File: config.mk
export PLATFORM = sky130hd
export DESIGN_NAME = acb_config_bank
export DESIGN_NICKNAME = d
export VERILOG_FILES = /design/src/logic/acb_pkg.sv /design/src/logic/acb_clk_div.sv /design/src/logic/acb_config_bank.sv /design/src/logic/acb_sync2.sv
export SDC_FILE = /design/constraint.sdc
export NUM_CORES = 1
export LEC_CHECK = 0
export BUFFER_PORTS_ARGS = -buffer_cell sky130_fd_sc_hd__clkbuf_2
export CAP_MARGIN = 25
export CELL_PAD_IN_SITES_DETAIL_PLACEMENT = 0
export CELL_PAD_IN_SITES_GLOBAL_PLACEMENT = 1
export CORE_UTILIZATION = 38
export CTS_CLUSTER_DIAMETER = 150
export CTS_CLUSTER_SIZE = 30
export DETAILED_ROUTE_END_ITERATION = 10
export GPL_TIMING_DRIVEN = 0
export PLACE_DENSITY = 0.92
export SLEW_MARGIN = 20
export SYNTH_ARGS = -nofsm -noshare
export SYNTH_HDL_FRONTEND = slang
export SYNTH_SLANG_ARGS = --single-unit
File: constraint.sdc
create_clock -name clk -period 5.1 [get_ports clk]
set_input_delay 0.51 -clock clk [delete_from_list [all_inputs] [get_ports clk]]
set_output_delay 0.51 -clock clk [all_outputs]
set_load 0.02 [all_outputs]
File: src/logic/acb_pkg.sv
// constants, field layouts and carrier types of the converter configuration bank
package acb_pkg;

	// =====================================================================
	// register indexes, byte address is four times the index
	localparam logic [7:0] IDX_CUSTOM_HIGH = 8'h0e;
	localparam logic [7:0] IDX_CUSTOM_LOW  = 8'h0f;
	localparam logic [7:0] IDX_SLOW_RATE   = 8'h13;
	localparam logic [7:0] IDX_POWER       = 8'h15;
	localparam logic [7:0] IDX_SWING       = 8'h25;
	localparam logic [7:0] IDX_CLK_DIV     = 8'h27;
	localparam int         ADDR_W          = 10;
	localparam int         ADDR_LSB        = 2;

	// =====================================================================
	// writable bits of each register, reserved bits are not stored
	localparam logic [7:0] MASK_CUSTOM_HIGH = 8'hff;
	localparam logic [7:0] MASK_CUSTOM_LOW  = 8'hfc;
	localparam logic [7:0] MASK_SLOW_RATE   = 8'h03;
	localparam logic [7:0] MASK_POWER       = 8'h6d;
	localparam logic [7:0] MASK_SWING       = 8'hff;
	localparam logic [7:0] MASK_CLK_DIV     = 8'hc0;
	localparam logic [7:0] REG_RESET        = 8'h00;

	// =====================================================================
	// field positions
	localparam int POS_CUSTOM_LOW   = 2;
	localparam int POS_CHAN_A_OFF   = 6;
	localparam int POS_CHAN_B_OFF   = 5;
	localparam int POS_STANDBY      = 3;
	localparam int POS_FULL_OFF     = 2;
	localparam int POS_SLEEP_ROLE   = 0;
	localparam int POS_CLK_DIV      = 6;
	localparam int WORD_W           = 14;
	localparam int CHANNELS         = 2;

	// =====================================================================
	// codes
	localparam logic [3:0] PATTERN_CUSTOM = 4'h5;
	localparam logic [1:0] DIV_BY1A       = 2'h0;
	localparam logic [1:0] DIV_BY1B       = 2'h1;
	localparam logic [1:0] DIV_BY2        = 2'h2;
	localparam logic [1:0] DIV_BY4        = 2'h3;
	localparam logic [1:0] DIV_CNT_1      = 2'h0;
	localparam logic [1:0] DIV_CNT_2      = 2'h1;
	localparam logic [1:0] DIV_CNT_4      = 2'h3;
	localparam logic [7:0] SWING_DEFAULT  = 8'h00;
	localparam logic [7:0] SWING_LESS_50  = 8'hd9;
	localparam logic [7:0] SWING_LESS_100 = 8'hea;
	localparam logic [7:0] SWING_LESS_300 = 8'hfd;
	localparam logic [7:0] SWING_MORE_100 = 8'hce;

	// =====================================================================
	// carriers
	typedef struct packed {
		logic chanAOff;
		logic chanBOff;
		logic standby;
		logic fullChipOff;
	} acb_power_t;

	typedef struct packed {
		logic [ADDR_W-1:0] address;
		logic              read;
		logic              write;
		logic [3:0]        byteenable;
		logic [31:0]       writedata;
	} acb_avs_req_t;

endpackage : acb_pkg

File: src/logic/acb_clk_div.sv
// sampling clock divider, gives a one-cycle enable per divided period
`timescale 1ns/10ps
module acb_clk_div
	import acb_pkg::*;
(
	input  wire logic       clk,
	input  wire logic       nrst,
	input  wire logic [1:0] divSel,
	output logic            sampleEn
);

	logic [1:0] cnt_ff;
	logic [1:0] lastCnt;

	// =====================================================================
	always_comb begin
		case (divSel)
			DIV_BY2: lastCnt = DIV_CNT_2;
			DIV_BY4: lastCnt = DIV_CNT_4;
			default: lastCnt = DIV_CNT_1;
		endcase
	end

	assign sampleEn = (cnt_ff >= lastCnt);

	always_ff @(posedge clk or negedge nrst) begin
		if (!nrst) begin
			cnt_ff <= '0;
		end else if (sampleEn) begin
			cnt_ff <= '0;
		end else begin
			cnt_ff <= cnt_ff + 2'h1;
		end
	end

	// =====================================================================
	divide_by4_a: assert property (@(posedge clk) disable iff (!nrst)
		(divSel == DIV_BY4) && sampleEn ##1 (divSel == DIV_BY4) [*4]
		|-> sampleEn)
		else $error("divide by four gap wrong");

	divide_gap_a: assert property (@(posedge clk) disable iff (!nrst)
		(divSel == DIV_BY4) && sampleEn ##1 (divSel == DIV_BY4) [*3]
		|-> $past(sampleEn, 1) == 1'b0 && $past(sampleEn, 2) == 1'b0)
		else $error("enable too early at divide by four");

	divide_two_a: assert property (@(posedge clk) disable iff (!nrst)
		(divSel == DIV_BY2) && sampleEn ##1 (divSel == DIV_BY2) [*2]
		|-> sampleEn && !$past(sampleEn))
		else $error("divide by two not alternating");

endmodule : acb_clk_div

File: src/logic/acb_config_bank.sv
// configuration register bank of a dual channel converter
// Behaviour
// - custom word bits 13..6 stored in bits 7..0 of the high register
// - custom word bits 5..0 stored in bits 7..2 of the low register
// - channel with custom-pattern select outputs the custom word instead of samples
// - power bit 6 powers down channel A
// - power bit 5 powers down channel B
// - power bit 3 places both converters in standby
// - power bit 2 puts the whole device in global power-down
// - role bit 0 clear: high sleep pin forces global power-down
// - role bit 0 set: high sleep pin forces standby
// - eight-bit swing code drives data lanes, bit and frame clocks
// - clock bits 7..6 select divide by one, one, two or four
`timescale 1ns/10ps
module acb_config_bank
	import acb_pkg::*;
(
	input  wire logic                              clk,
	input  wire logic                              nrst,
	input  wire logic [ADDR_W-1:0]                 avs_address,
	input  wire logic                              avs_read,
	input  wire logic                              avs_write,
	input  wire logic [3:0]                        avs_byteenable,
	input  wire logic [31:0]                       avs_writedata,
	output logic      [31:0]                       avs_readdata,
	output logic                                   avs_waitrequest,
	input  wire logic                              sleepPin,
	input  wire logic [CHANNELS-1:0][3:0]          chanPatternSelect,
	input  wire logic [CHANNELS-1:0][WORD_W-1:0]   chanSample,
	output logic      [CHANNELS-1:0][WORD_W-1:0]   chanData,
	output acb_power_t                             power,
	output logic      [1:0]                        slowRateSelect,
	output logic      [7:0]                        swingCode,
	output logic                                   swingCodeLegal,
	output logic      [1:0]                        clkDivSelect,
	output logic                                   sampleEn
);

	// =====================================================================
	// bus request and decode
	acb_avs_req_t req;
	logic         ack_ff;
	logic         accept;
	logic [7:0]   regIdx;
	logic         idxOk;
	logic [7:0]   rdByte;
	logic         wrLow;

	assign req.address    = avs_address;
	assign req.read       = avs_read;
	assign req.write      = avs_write;
	assign req.byteenable = avs_byteenable;
	assign req.writedata  = avs_writedata;

	assign regIdx = req.address[ADDR_W-1:ADDR_LSB];
	assign idxOk  = (req.address[ADDR_LSB-1:0] == '0);

	// one wait state, the request completes at the second edge
	assign avs_waitrequest = (req.read || req.write) && !ack_ff;
	assign accept          = (req.read || req.write) && ack_ff;
	assign wrLow           = req.write && accept && req.byteenable[0] && idxOk;

	always_ff @(posedge clk or negedge nrst) begin
		if (!nrst) begin
			ack_ff <= 1'b0;
		end else begin
			ack_ff <= (req.read || req.write) && !ack_ff;
		end
	end

	// =====================================================================
	// register storage
	logic [7:0] customHigh_ff;
	logic [7:0] customLow_ff;
	logic [7:0] slowRate_ff;
	logic [7:0] powerCtl_ff;
	logic [7:0] swing_ff;
	logic [7:0] clkDiv_ff;

	always_ff @(posedge clk or negedge nrst) begin
		if (!nrst) begin
			customHigh_ff <= REG_RESET;
			customLow_ff  <= REG_RESET;
			slowRate_ff   <= REG_RESET;
			powerCtl_ff   <= REG_RESET;
			swing_ff      <= REG_RESET;
			clkDiv_ff     <= REG_RESET;
		end else if (wrLow) begin
			case (regIdx)
				IDX_CUSTOM_HIGH: customHigh_ff <= req.writedata[7:0] & MASK_CUSTOM_HIGH;
				IDX_CUSTOM_LOW:  customLow_ff  <= req.writedata[7:0] & MASK_CUSTOM_LOW;
				IDX_SLOW_RATE:   slowRate_ff   <= req.writedata[7:0] & MASK_SLOW_RATE;
				IDX_POWER:       powerCtl_ff   <= req.writedata[7:0] & MASK_POWER;
				IDX_SWING:       swing_ff      <= req.writedata[7:0] & MASK_SWING;
				IDX_CLK_DIV:     clkDiv_ff     <= req.writedata[7:0] & MASK_CLK_DIV;
				default: begin
				end
			endcase
		end
	end

	// =====================================================================
	// read path, unmapped or misaligned reads return zero
	always_comb begin
		case (regIdx)
			IDX_CUSTOM_HIGH: rdByte = customHigh_ff;
			IDX_CUSTOM_LOW:  rdByte = customLow_ff;
			IDX_SLOW_RATE:   rdByte = slowRate_ff;
			IDX_POWER:       rdByte = powerCtl_ff;
			IDX_SWING:       rdByte = swing_ff;
			IDX_CLK_DIV:     rdByte = clkDiv_ff;
			default:         rdByte = 8'h00;
		endcase
		if (!idxOk) begin
			rdByte = 8'h00;
		end
	end

	always_ff @(posedge clk or negedge nrst) begin
		if (!nrst) begin
			avs_readdata <= 32'h0000_0000;
		end else if (req.read && !ack_ff) begin
			avs_readdata <= {24'h00_0000, rdByte};
		end
	end

	// =====================================================================
	// power control and sleep pin
	logic        sleepSync;
	logic [13:0] customWord;

	acb_sync2 #(
		.WIDTH (1)
	) u_sleep_sync (
		.clk     (clk),
		.nrst    (nrst),
		.asyncIn (sleepPin),
		.syncOut (sleepSync)
	);

	always_ff @(posedge clk or negedge nrst) begin
		if (!nrst) begin
			power <= '0;
		end else begin
			power.fullChipOff <= powerCtl_ff[POS_FULL_OFF]
				|| (sleepSync && !powerCtl_ff[POS_SLEEP_ROLE]);
			power.standby     <= powerCtl_ff[POS_STANDBY]
				|| (sleepSync && powerCtl_ff[POS_SLEEP_ROLE]);
			power.chanAOff    <= powerCtl_ff[POS_CHAN_A_OFF];
			power.chanBOff    <= powerCtl_ff[POS_CHAN_B_OFF];
		end
	end

	// =====================================================================
	// plain field outputs
	assign slowRateSelect = slowRate_ff[1:0];
	assign swingCode      = swing_ff;
	assign clkDivSelect   = clkDiv_ff[POS_CLK_DIV+:2];
	assign customWord     = {customHigh_ff, customLow_ff[POS_CUSTOM_LOW+:6]};

	always_ff @(posedge clk or negedge nrst) begin
		if (!nrst) begin
			swingCodeLegal <= 1'b1;
		end else begin
			swingCodeLegal <= (swing_ff == SWING_DEFAULT) || (swing_ff == SWING_LESS_50)
				|| (swing_ff == SWING_LESS_100) || (swing_ff == SWING_LESS_300)
				|| (swing_ff == SWING_MORE_100);
		end
	end

	acb_clk_div u_clk_div (
		.clk      (clk),
		.nrst     (nrst),
		.divSel   (clkDivSelect),
		.sampleEn (sampleEn)
	);

	// =====================================================================
	// per channel output select
	genvar ch;
	generate
		for (ch = 0; ch < CHANNELS; ch++) begin : g_chan
			always_ff @(posedge clk or negedge nrst) begin
				if (!nrst) begin
					chanData[ch] <= '0;
				end else if (chanPatternSelect[ch] == PATTERN_CUSTOM) begin
					chanData[ch] <= customWord;
				end else begin
					chanData[ch] <= chanSample[ch];
				end
			end

			custom_out_a: assert property (@(posedge clk) disable iff (!nrst)
				chanPatternSelect[ch] == PATTERN_CUSTOM
				|=> chanData[ch] == {$past(customHigh_ff), $past(customLow_ff[7:2])})
				else $error("custom word not driven on channel");

			sample_pass_a: assert property (@(posedge clk) disable iff (!nrst)
				chanPatternSelect[ch] != PATTERN_CUSTOM |=> chanData[ch] == $past(chanSample[ch]))
				else $error("sample not passed on channel");
		end
	endgenerate

	// =====================================================================
	// checks
	write_high_a: assert property (@(posedge clk) disable iff (!nrst)
		wrLow && regIdx == IDX_CUSTOM_HIGH |=> customWord[13:6] == $past(req.writedata[7:0]))
		else $error("custom high bits not stored");

	write_low_a: assert property (@(posedge clk) disable iff (!nrst)
		wrLow && regIdx == IDX_CUSTOM_LOW
		|=> customWord[5:0] == $past(req.writedata[7:2]) && customLow_ff[1:0] == 2'h0)
		else $error("custom low bits not stored");

	readback_a: assert property (@(posedge clk) disable iff (!nrst)
		avs_read && !ack_ff && idxOk && regIdx == IDX_SWING
		|=> avs_readdata[7:0] == $past(swingCode) && avs_readdata[31:8] == 24'h00_0000)
		else $error("swing readback differs");

	wait_one_a: assert property (@(posedge clk) disable iff (!nrst)
		(avs_read || avs_write) && !ack_ff ##1 $stable(req)
		|-> !avs_waitrequest)
		else $error("request not answered after one wait");

	chan_a_off_a: assert property (@(posedge clk) disable iff (!nrst)
		powerCtl_ff[POS_CHAN_A_OFF] ##1 powerCtl_ff[POS_CHAN_A_OFF] |-> power.chanAOff)
		else $error("channel A not powered down");

	chan_b_off_a: assert property (@(posedge clk) disable iff (!nrst)
		##1 power.chanBOff == $past(powerCtl_ff[POS_CHAN_B_OFF]))
		else $error("channel B power state wrong");

	standby_a: assert property (@(posedge clk) disable iff (!nrst)
		powerCtl_ff[POS_STANDBY] |=> power.standby)
		else $error("standby bit ignored");

	global_off_a: assert property (@(posedge clk) disable iff (!nrst)
		powerCtl_ff[POS_FULL_OFF] |=> power.fullChipOff)
		else $error("global power-down bit ignored");

	pin_global_a: assert property (@(posedge clk) disable iff (!nrst)
		sleepPin ##2 !powerCtl_ff[POS_SLEEP_ROLE] |=> power.fullChipOff)
		else $error("sleep pin did not force global power-down");

	pin_standby_a: assert property (@(posedge clk) disable iff (!nrst)
		sleepSync && powerCtl_ff[POS_SLEEP_ROLE] && !powerCtl_ff[POS_FULL_OFF]
		|=> power.standby && !power.fullChipOff)
		else $error("sleep pin did not force standby");

	write_swing_a: assert property (@(posedge clk) disable iff (!nrst)
		wrLow && regIdx == IDX_SWING |=> swingCode == $past(req.writedata[7:0]))
		else $error("swing code not stored");

	write_clkdiv_a: assert property (@(posedge clk) disable iff (!nrst)
		wrLow && regIdx == IDX_CLK_DIV |=> clkDivSelect == $past(req.writedata[POS_CLK_DIV+:2]))
		else $error("divider select not stored");

	write_slow_a: assert property (@(posedge clk) disable iff (!nrst)
		wrLow && regIdx == IDX_SLOW_RATE |=> slowRateSelect == $past(req.writedata[1:0]))
		else $error("slow rate select not stored");

	reserved_zero_a: assert property (@(posedge clk) disable iff (!nrst)
		(customLow_ff & ~MASK_CUSTOM_LOW) == 8'h00 && (powerCtl_ff & ~MASK_POWER) == 8'h00
		&& (slowRate_ff & ~MASK_SLOW_RATE) == 8'h00 && (clkDiv_ff & ~MASK_CLK_DIV) == 8'h00)
		else $error("reserved bit stored");

	first_wait_a: assert property (@(posedge clk) disable iff (!nrst)
		(avs_read || avs_write) && !$past(avs_read || avs_write) |-> avs_waitrequest)
		else $error("new request not held for one wait state");

	read_misalign_a: assert property (@(posedge clk) disable iff (!nrst)
		avs_read && !ack_ff && !idxOk |=> avs_readdata == 32'h0000_0000)
		else $error("misaligned read not zero");

	write_ignored_a: assert property (@(posedge clk) disable iff (!nrst)
		avs_write && ack_ff && !avs_byteenable[0] |=> $stable(swing_ff) && $stable(powerCtl_ff))
		else $error("write with lane 0 disabled changed a register");

	chan_a_on_a: assert property (@(posedge clk) disable iff (!nrst)
		!powerCtl_ff[POS_CHAN_A_OFF] |=> !power.chanAOff)
		else $error("channel A not returned to normal");

	standby_clear_a: assert property (@(posedge clk) disable iff (!nrst)
		!powerCtl_ff[POS_STANDBY] && !sleepSync |=> !power.standby)
		else $error("standby without cause");

	global_clear_a: assert property (@(posedge clk) disable iff (!nrst)
		!powerCtl_ff[POS_FULL_OFF] && !sleepSync |=> !power.fullChipOff)
		else $error("global power-down without cause");

	legal_flag_a: assert property (@(posedge clk) disable iff (!nrst)
		swing_ff == SWING_MORE_100 |=> swingCodeLegal)
		else $error("listed swing code flagged illegal");

	div_one_a: assert property (@(posedge clk) disable iff (!nrst)
		(clkDivSelect == DIV_BY1A || clkDivSelect == DIV_BY1B) |-> sampleEn)
		else $error("divide by one missed a cycle");

endmodule : acb_config_bank

File: src/logic/acb_sync2.sv
// two flip-flop synchroniser for pin levels
`timescale 1ns/10ps
module acb_sync2 #(
	parameter int WIDTH = 1
) (
	input  wire logic             clk,
	input  wire logic             nrst,
	input  wire logic [WIDTH-1:0] asyncIn,
	output logic      [WIDTH-1:0] syncOut
);

	logic [WIDTH-1:0] meta_ff;

	// =====================================================================
	// first stage is read only by the second
	always_ff @(posedge clk or negedge nrst) begin
		if (!nrst) begin
			meta_ff <= '0;
			syncOut <= '0;
		end else begin
			meta_ff <= asyncIn;
			syncOut <= meta_ff;
		end
	end

endmodule : acb_sync2

* Word level (Yosys, flattened, before mapping) *
Index checks and enable logic that the tools add are counted.
Widths: inputs -> output; s select.

storage, ports and cells
  bits in read-only memories = 0
  output and inout port bits = 79
  bits in latches = 0
  logic and storage cells = 65
  memories = 0
  bits in registers = 77
  bits in writable memories = 0

operators by class
  equality and inequality tests = 14
  divide/modulo/power cells = 0
  reduce and logical (&&, ||, !) cells = 25
  shift-type cells = 0
  multiply operators = 0
  mux-type cells = 6
  $lt $le $gt $ge = 1
  $add $sub $neg = 1
  bitwise operators = 0

operators by type and width
  cell                 number
  $pmux 8 s6           1
  $eq 8x8->1 const B   4
  $mux 14              2
  $eq 8x4->1 const B   2
  $eq 8x5->1 const B   2
  $eq 8x6->1 const B   2
  $reduce_and 2->1     6
  $eq 4x3->1 const B   2
  $logic_and 1x1->1    8
  $logic_not 8->1      1
  $mux 8               1
  $logic_or 1x1->1     7
  $eq 2x2->1 const B   2
  $pmux 2 s2           1
  $add 2x1->2 const B  1
  $ge 2x2->1           1
  $logic_not 1->1      2
  $logic_not 2->1      1
  $mux 2               1

* Depth between registers and ports, before layout *
  depth after elaboration = 6
  depth in mapped cells = 5
  mapped depth without buffers = 5

* Cells and area by module *
From an unflattened synthesis, not the netlist that was laid out.

unflattened totals
  cells, all modules = 275
  area, all modules = 3624.7 sq um

by module, submodules not included
  module           seq. area each (sq um)  instances  area an instance (sq um)  cells an instance
  acb_config_bank  1828.0                  1          3442.1                    262
  acb_clk_div      50.0                    1          132.6                     11
  acb_sync2        50.0                    1          50.0                      2

* Worst setup path before layout *
Ideal clock, no wire load.

  path type = input -> register
  start = in avs_address[7]
  end = reg slowRate_ff[0]
  data arrival time = 1713 ps
  path slack = 3263 ps
  cell stages on the path = 4
  library setup time = 125 ps
  cell sequence = or4b_4 nor4_4 nand2_2 mux2_2

between the ends
  word-level cells in the longest chain between the ends = 2

ends and longest elaborated chain
  what                        RTL line               text
  start: declaration          acb_config_bank.sv:20  input wire logic [ADDR_W-1:0] avs_address,
  $eq 8x5->1                  acb_config_bank.sv:89  case (regIdx)
  $reduce_and 2->1 (no line)  n/a
  end signal: assignment      acb_config_bank.sv:92  IDX_SLOW_RATE: slowRate_ff <= req.writedata[7:0] & MASK_SLOW_RATE;
  end: declaration            acb_config_bank.sv:75  logic [7:0] slowRate_ff;

No other way between the ends.
A chain may end at the register's enable or synchronous reset.

* Final worst setup path *
  start = reg clkDiv_ff[7]
  end = out sampleEn

between the ends
  word-level cells in the longest chain between the ends = 3

ends and longest elaborated chain
  what                      RTL line               text
  start: declaration        acb_config_bank.sv:78  logic [7:0] clkDiv_ff;
  start signal: assignment  acb_config_bank.sv:95  IDX_CLK_DIV: clkDiv_ff <= req.writedata[7:0] & MASK_CLK_DIV;
  $eq 2x2->1                acb_clk_div.sv:17      case (divSel)
  $pmux 2 s2 (*)            acb_clk_div.sv:17
  $ge 2x2->1 (*)            acb_clk_div.sv:24      assign sampleEn = (cnt_ff >= lastCnt);
  end: declaration          acb_config_bank.sv:36  output logic sampleEn

Every way passes the cells marked *; elsewhere a longest branch is shown, timed or not.

==> results by group <==
Floorplan
  – Die extent in x: between 90 and 100 um
  – Full die area: 9628 sq um
  – # IOs: 166
  – Cell row count: 34
  – Initial Util: 0.3968
  – DIE HEIGHT: slightly below 100 um
  – Area of the core: 8848 sq um

Critical path
  – CP bufs+invs: 2
  – Ordered list of cells on the worst path: clkbuf_1, ha_1, nand2b_1, a21o_1, clkbuf_2
  – Critical Path AT: roughly 1700 ps
  – CP startpoint kind: register
  – CP required: ~4600 ps
  – Crit-path max FO: 5
  – Setup CP Type: register to primary output
  – Crit. End Element: primary output
  – CP max stage delay: 420 ps
  – CP max-delay cell: dfrtp_1
  – Delay-heaviest family, CP: flip-flops

Run status
  – Failing checks: DRC
  – Outcome: complete, but fails checks

CTS
  – Post-CTS setup buffers: 0
  – Clock root buffer: clkbuf_8
  – Clk buf depth: 2
  – Post-CTS resize count: 0
  – Clk Latency, worst-skew pair: 340 ps
  – TritonCTS Buffers: 9
  – H-Tree Level Count: 3
  – CTS tree: built
  – Clock sinks: 77
  – Clock transition at the registers of the reported paths: around 80 ps
  – CTS Hold Bufs: 0

Detailed routing
  – DR vias/cell: around 5.0
  – Wirelength per Cell: 16.02 um
  – Total routed wirelength: about 8.5 mm
  – Antenna Violating Nets Remaining: 0
  – Vias after detailed routing: 2650
  – DRC violations left: 11
  – Pre-antenna DRT Iters: 7
  – DRT iter0 DRCs: 161

Synthesis
  – Register area share after synthesis: 0.5492
  – Synth warn: 0
  – #FFs+latches synth: 77
  – Most common flop cell mapped by yosys: dfrtp_1
  – Synth Instances: 270
  – Async S/R FF share, synth: 1.000
  – Yosys cell types: 48
  – Mapped Area: between 3000 and 4000 sq um
  – Number of flops mapped to enable cells by yosys: 0
  – Mean Syn Cell Area: roughly 13 sq um

Timing
  – Hold Worst Slack: 111.8 ps
  – Final setup violation count: 0
  – Pins over their slew limit: 0
  – RSZ-0062 raised after global routing: no
  – Slew @ Worst Pin: approximately 850 ps
  – Post-route clock period utilization: 0.4262
  – Relative slew slack: 0.4308
  – Total negative slack: 0 ps
  – Final hold vios: 0
  – Fin crit period: 2174 ps
  – Peak Freq: 460.0 MHz
  – Final Skew: 7.640 ps

Pwr
  – VDD IR max: about 0.15 mV
  – Leak: 2.359 nW
  – Pwr dens: 289.4 nW/um^2

GRT
  – Largest net degree at the start of global routing: between 50 and 60
  – Global-route usage over all layers: 0.1826
  – Initial antenna violation count: 0
  – First-pass GRT wire length: between 10 and 15 mm
  – Vias in the first global route: 2578
  – Global-route congestion overflow total: 0

Place
  – GPL Wtd Cong: roughly 0.83
  – Port Buf Inserts: 114
  – Post-DP HPWL: 6.453 mm

Layout
  – Area occupied by multi-input gates: 1439 sq um
  – NumNets Final: 509
  – Share of layout cells above drive strength 1: 0.5401
  – Layout Area Growth over Synthesis: 30.04%
  – FF+latch area: 1928 sq um
  – Layout filler cell count: 799
  – Ant. Diodes: 0

Min path
  – Hold Crit Class: primary input to asynchronous set/reset pin

Job
  – Maxcap violations: 0
worst register-to-register path, cell delays in order (launching register included):
cell	delay, ps
dfrtp_1	360
nand3_1	80
nor3_1	660
nand3_1	460
mux2_2	400
through the flow:
stage                     cells  total power (W)    util  setup WS (ps)  cell area (sq um)
final                       532         0.001321  0.5160           2926               4566
after global routing        532         0.001375  0.5160           2853               4566
after CTS                   531         0.001331  0.5154           2906               4561
after detailed placement    516        0.0007905  0.4897           2639               4333
after global placement      515        0.0007846  0.4863           2713               4303
after floorplan             293        0.0007242       -           3263               3597
flip-flops by register name, summed over array words and instances (netlist names), 2 cells and up:
name / flops
avs_readdata: 8
chanData: 28
clkDiv_ff: 2
customHigh_ff: 8
customLow_ff: 6
power: 4
powerCtl_ff: 5
slowRate_ff: 2
swingCode: 8
u_clk_div.cnt_ff: 2
final cells by class:
| class | count | share of cell area |
|---|---|---|
| Buffer | 32 | 0.04714 |
| Clock buffer | 10 | 0.02795 |
| Clock inverter | 5 | 0.02192 |
| Inverter | 4 | 0.003289 |
| Multi-Input combinational cell | 180 | 0.3152 |
| Sequential cell | 77 | 0.4223 |
| Tap cell | 108 | 0.02960 |
| Timing Repair Buffer | 116 | 0.1326 |
cells in the final DEF, fill, tap and decap left out, types with 2 or more instances in the layout:
cell	netlist	routed
nand3_1	6	6
clkbuf_8	0	9
nor3b_1	2	2
nor4bb_1	2	2
a22oi_1	6	6
a22o_1	4	4
bufinv_16	0	3
clkbuf_1	3	4
mux2_2	63	63
nand2_1	14	14
nand2_2	2	2
nor3_1	6	6
o22ai_1	3	3
inv_1	4	4
a222oi_1	2	2
conb_1	1	24
clkinv_2	0	2
dfrtp_1	76	76
nand2b_1	2	2
and4b_1	2	2
clkbuf_2	0	114
nor2b_1	2	2
ha_1	2	2
a21o_1	3	3
o21ai_0	7	7
nor4b_1	2	2
buf_4	24	24
buf_2	4	4
nor2_1	5	5
synth_stat cells (all sizes together) (2+ instances only):
library cell / instances / share of area
dfrtp: 76 / 0.54
nor3b: 2 / 0.0043
a21o: 3 / 0.0064
buf: 29 / 0.058
a222oi: 2 / 0.0057
inv: 4 / 0.0043
a22o: 4 / 0.010
or4b: 2 / 0.0068
nor4bb: 2 / 0.0057
and4b: 2 / 0.0057
nor2b: 2 / 0.0036
clkbuf: 3 / 0.0032
o22ai: 3 / 0.0053
nor4b: 2 / 0.0050
nand3: 6 / 0.0086
a22oi: 6 / 0.013
nor3: 6 / 0.0086
mux2: 63 / 0.20
o21ai: 7 / 0.010
ha: 2 / 0.0071
nand2b: 2 / 0.0036
nor2: 6 / 0.0071
nand2: 16 / 0.019
worst paths after layout:
path | from | to | slack [ps] | depth (start not counted)
min | nrst | chanData[27]$_DFF_PN0_ | 110 | 1
max in group asynchronous | nrst | swingCodeLegal$_DFF_PN1_ | 4360 | 2
min reg2reg | u_sleep_sync.meta_ff$_DFF_PN0_ | u_sleep_sync.syncOut$_DFF_PN0_ | 360 | 0
max | clkDiv_ff[7]$_DFFE_PN0P_ | sampleEn | 2930 | 5
max reg2reg | ack_ff$_DFF_PN0_ | powerCtl_ff[5]$_DFFE_PN0P_ | 3040 | 4
min in group clk | sleepPin | u_sleep_sync.meta_ff$_DFF_PN0_ | 270 | 1
kinds of logic after synthesis:
| kind of cell | Yosys count | share of synthesized area |
|---|---|---|
| AND/OR/NAND/NOR | 57 | 0.1023 |
| multiplexers | 64 | 0.2049 |
| flip-flops | 77 | 0.5492 |
| XOR/XNOR | 1 | 0.002495 |
| other | 1 | 0.001068 |
| buffers and inverters | 36 | 0.06557 |
| AO/OA/AOI/OAI | 32 | 0.06735 |
| adder cells (fa/ha/maj) | 2 | 0.007126 |
report_power, final:
part	total, W	switching, W	internal [W]	leakage, nW
clock	0.000543	0.000222	0.000321	0.116
combinational	0.000145	0.0000848	0.0000605	1.24
sequential	0.000633	0.00000588	0.000627	1.00
total	0.00132	0.000313	0.00101	2.36
metal layers:
layer  routed length, um  global-route usage
met5                   0                   0
met4                 111             0.06061
met3                 597             0.03006
met2                4280              0.3131
met1                3533              0.2347
Power figures use the tool's default switching activity.
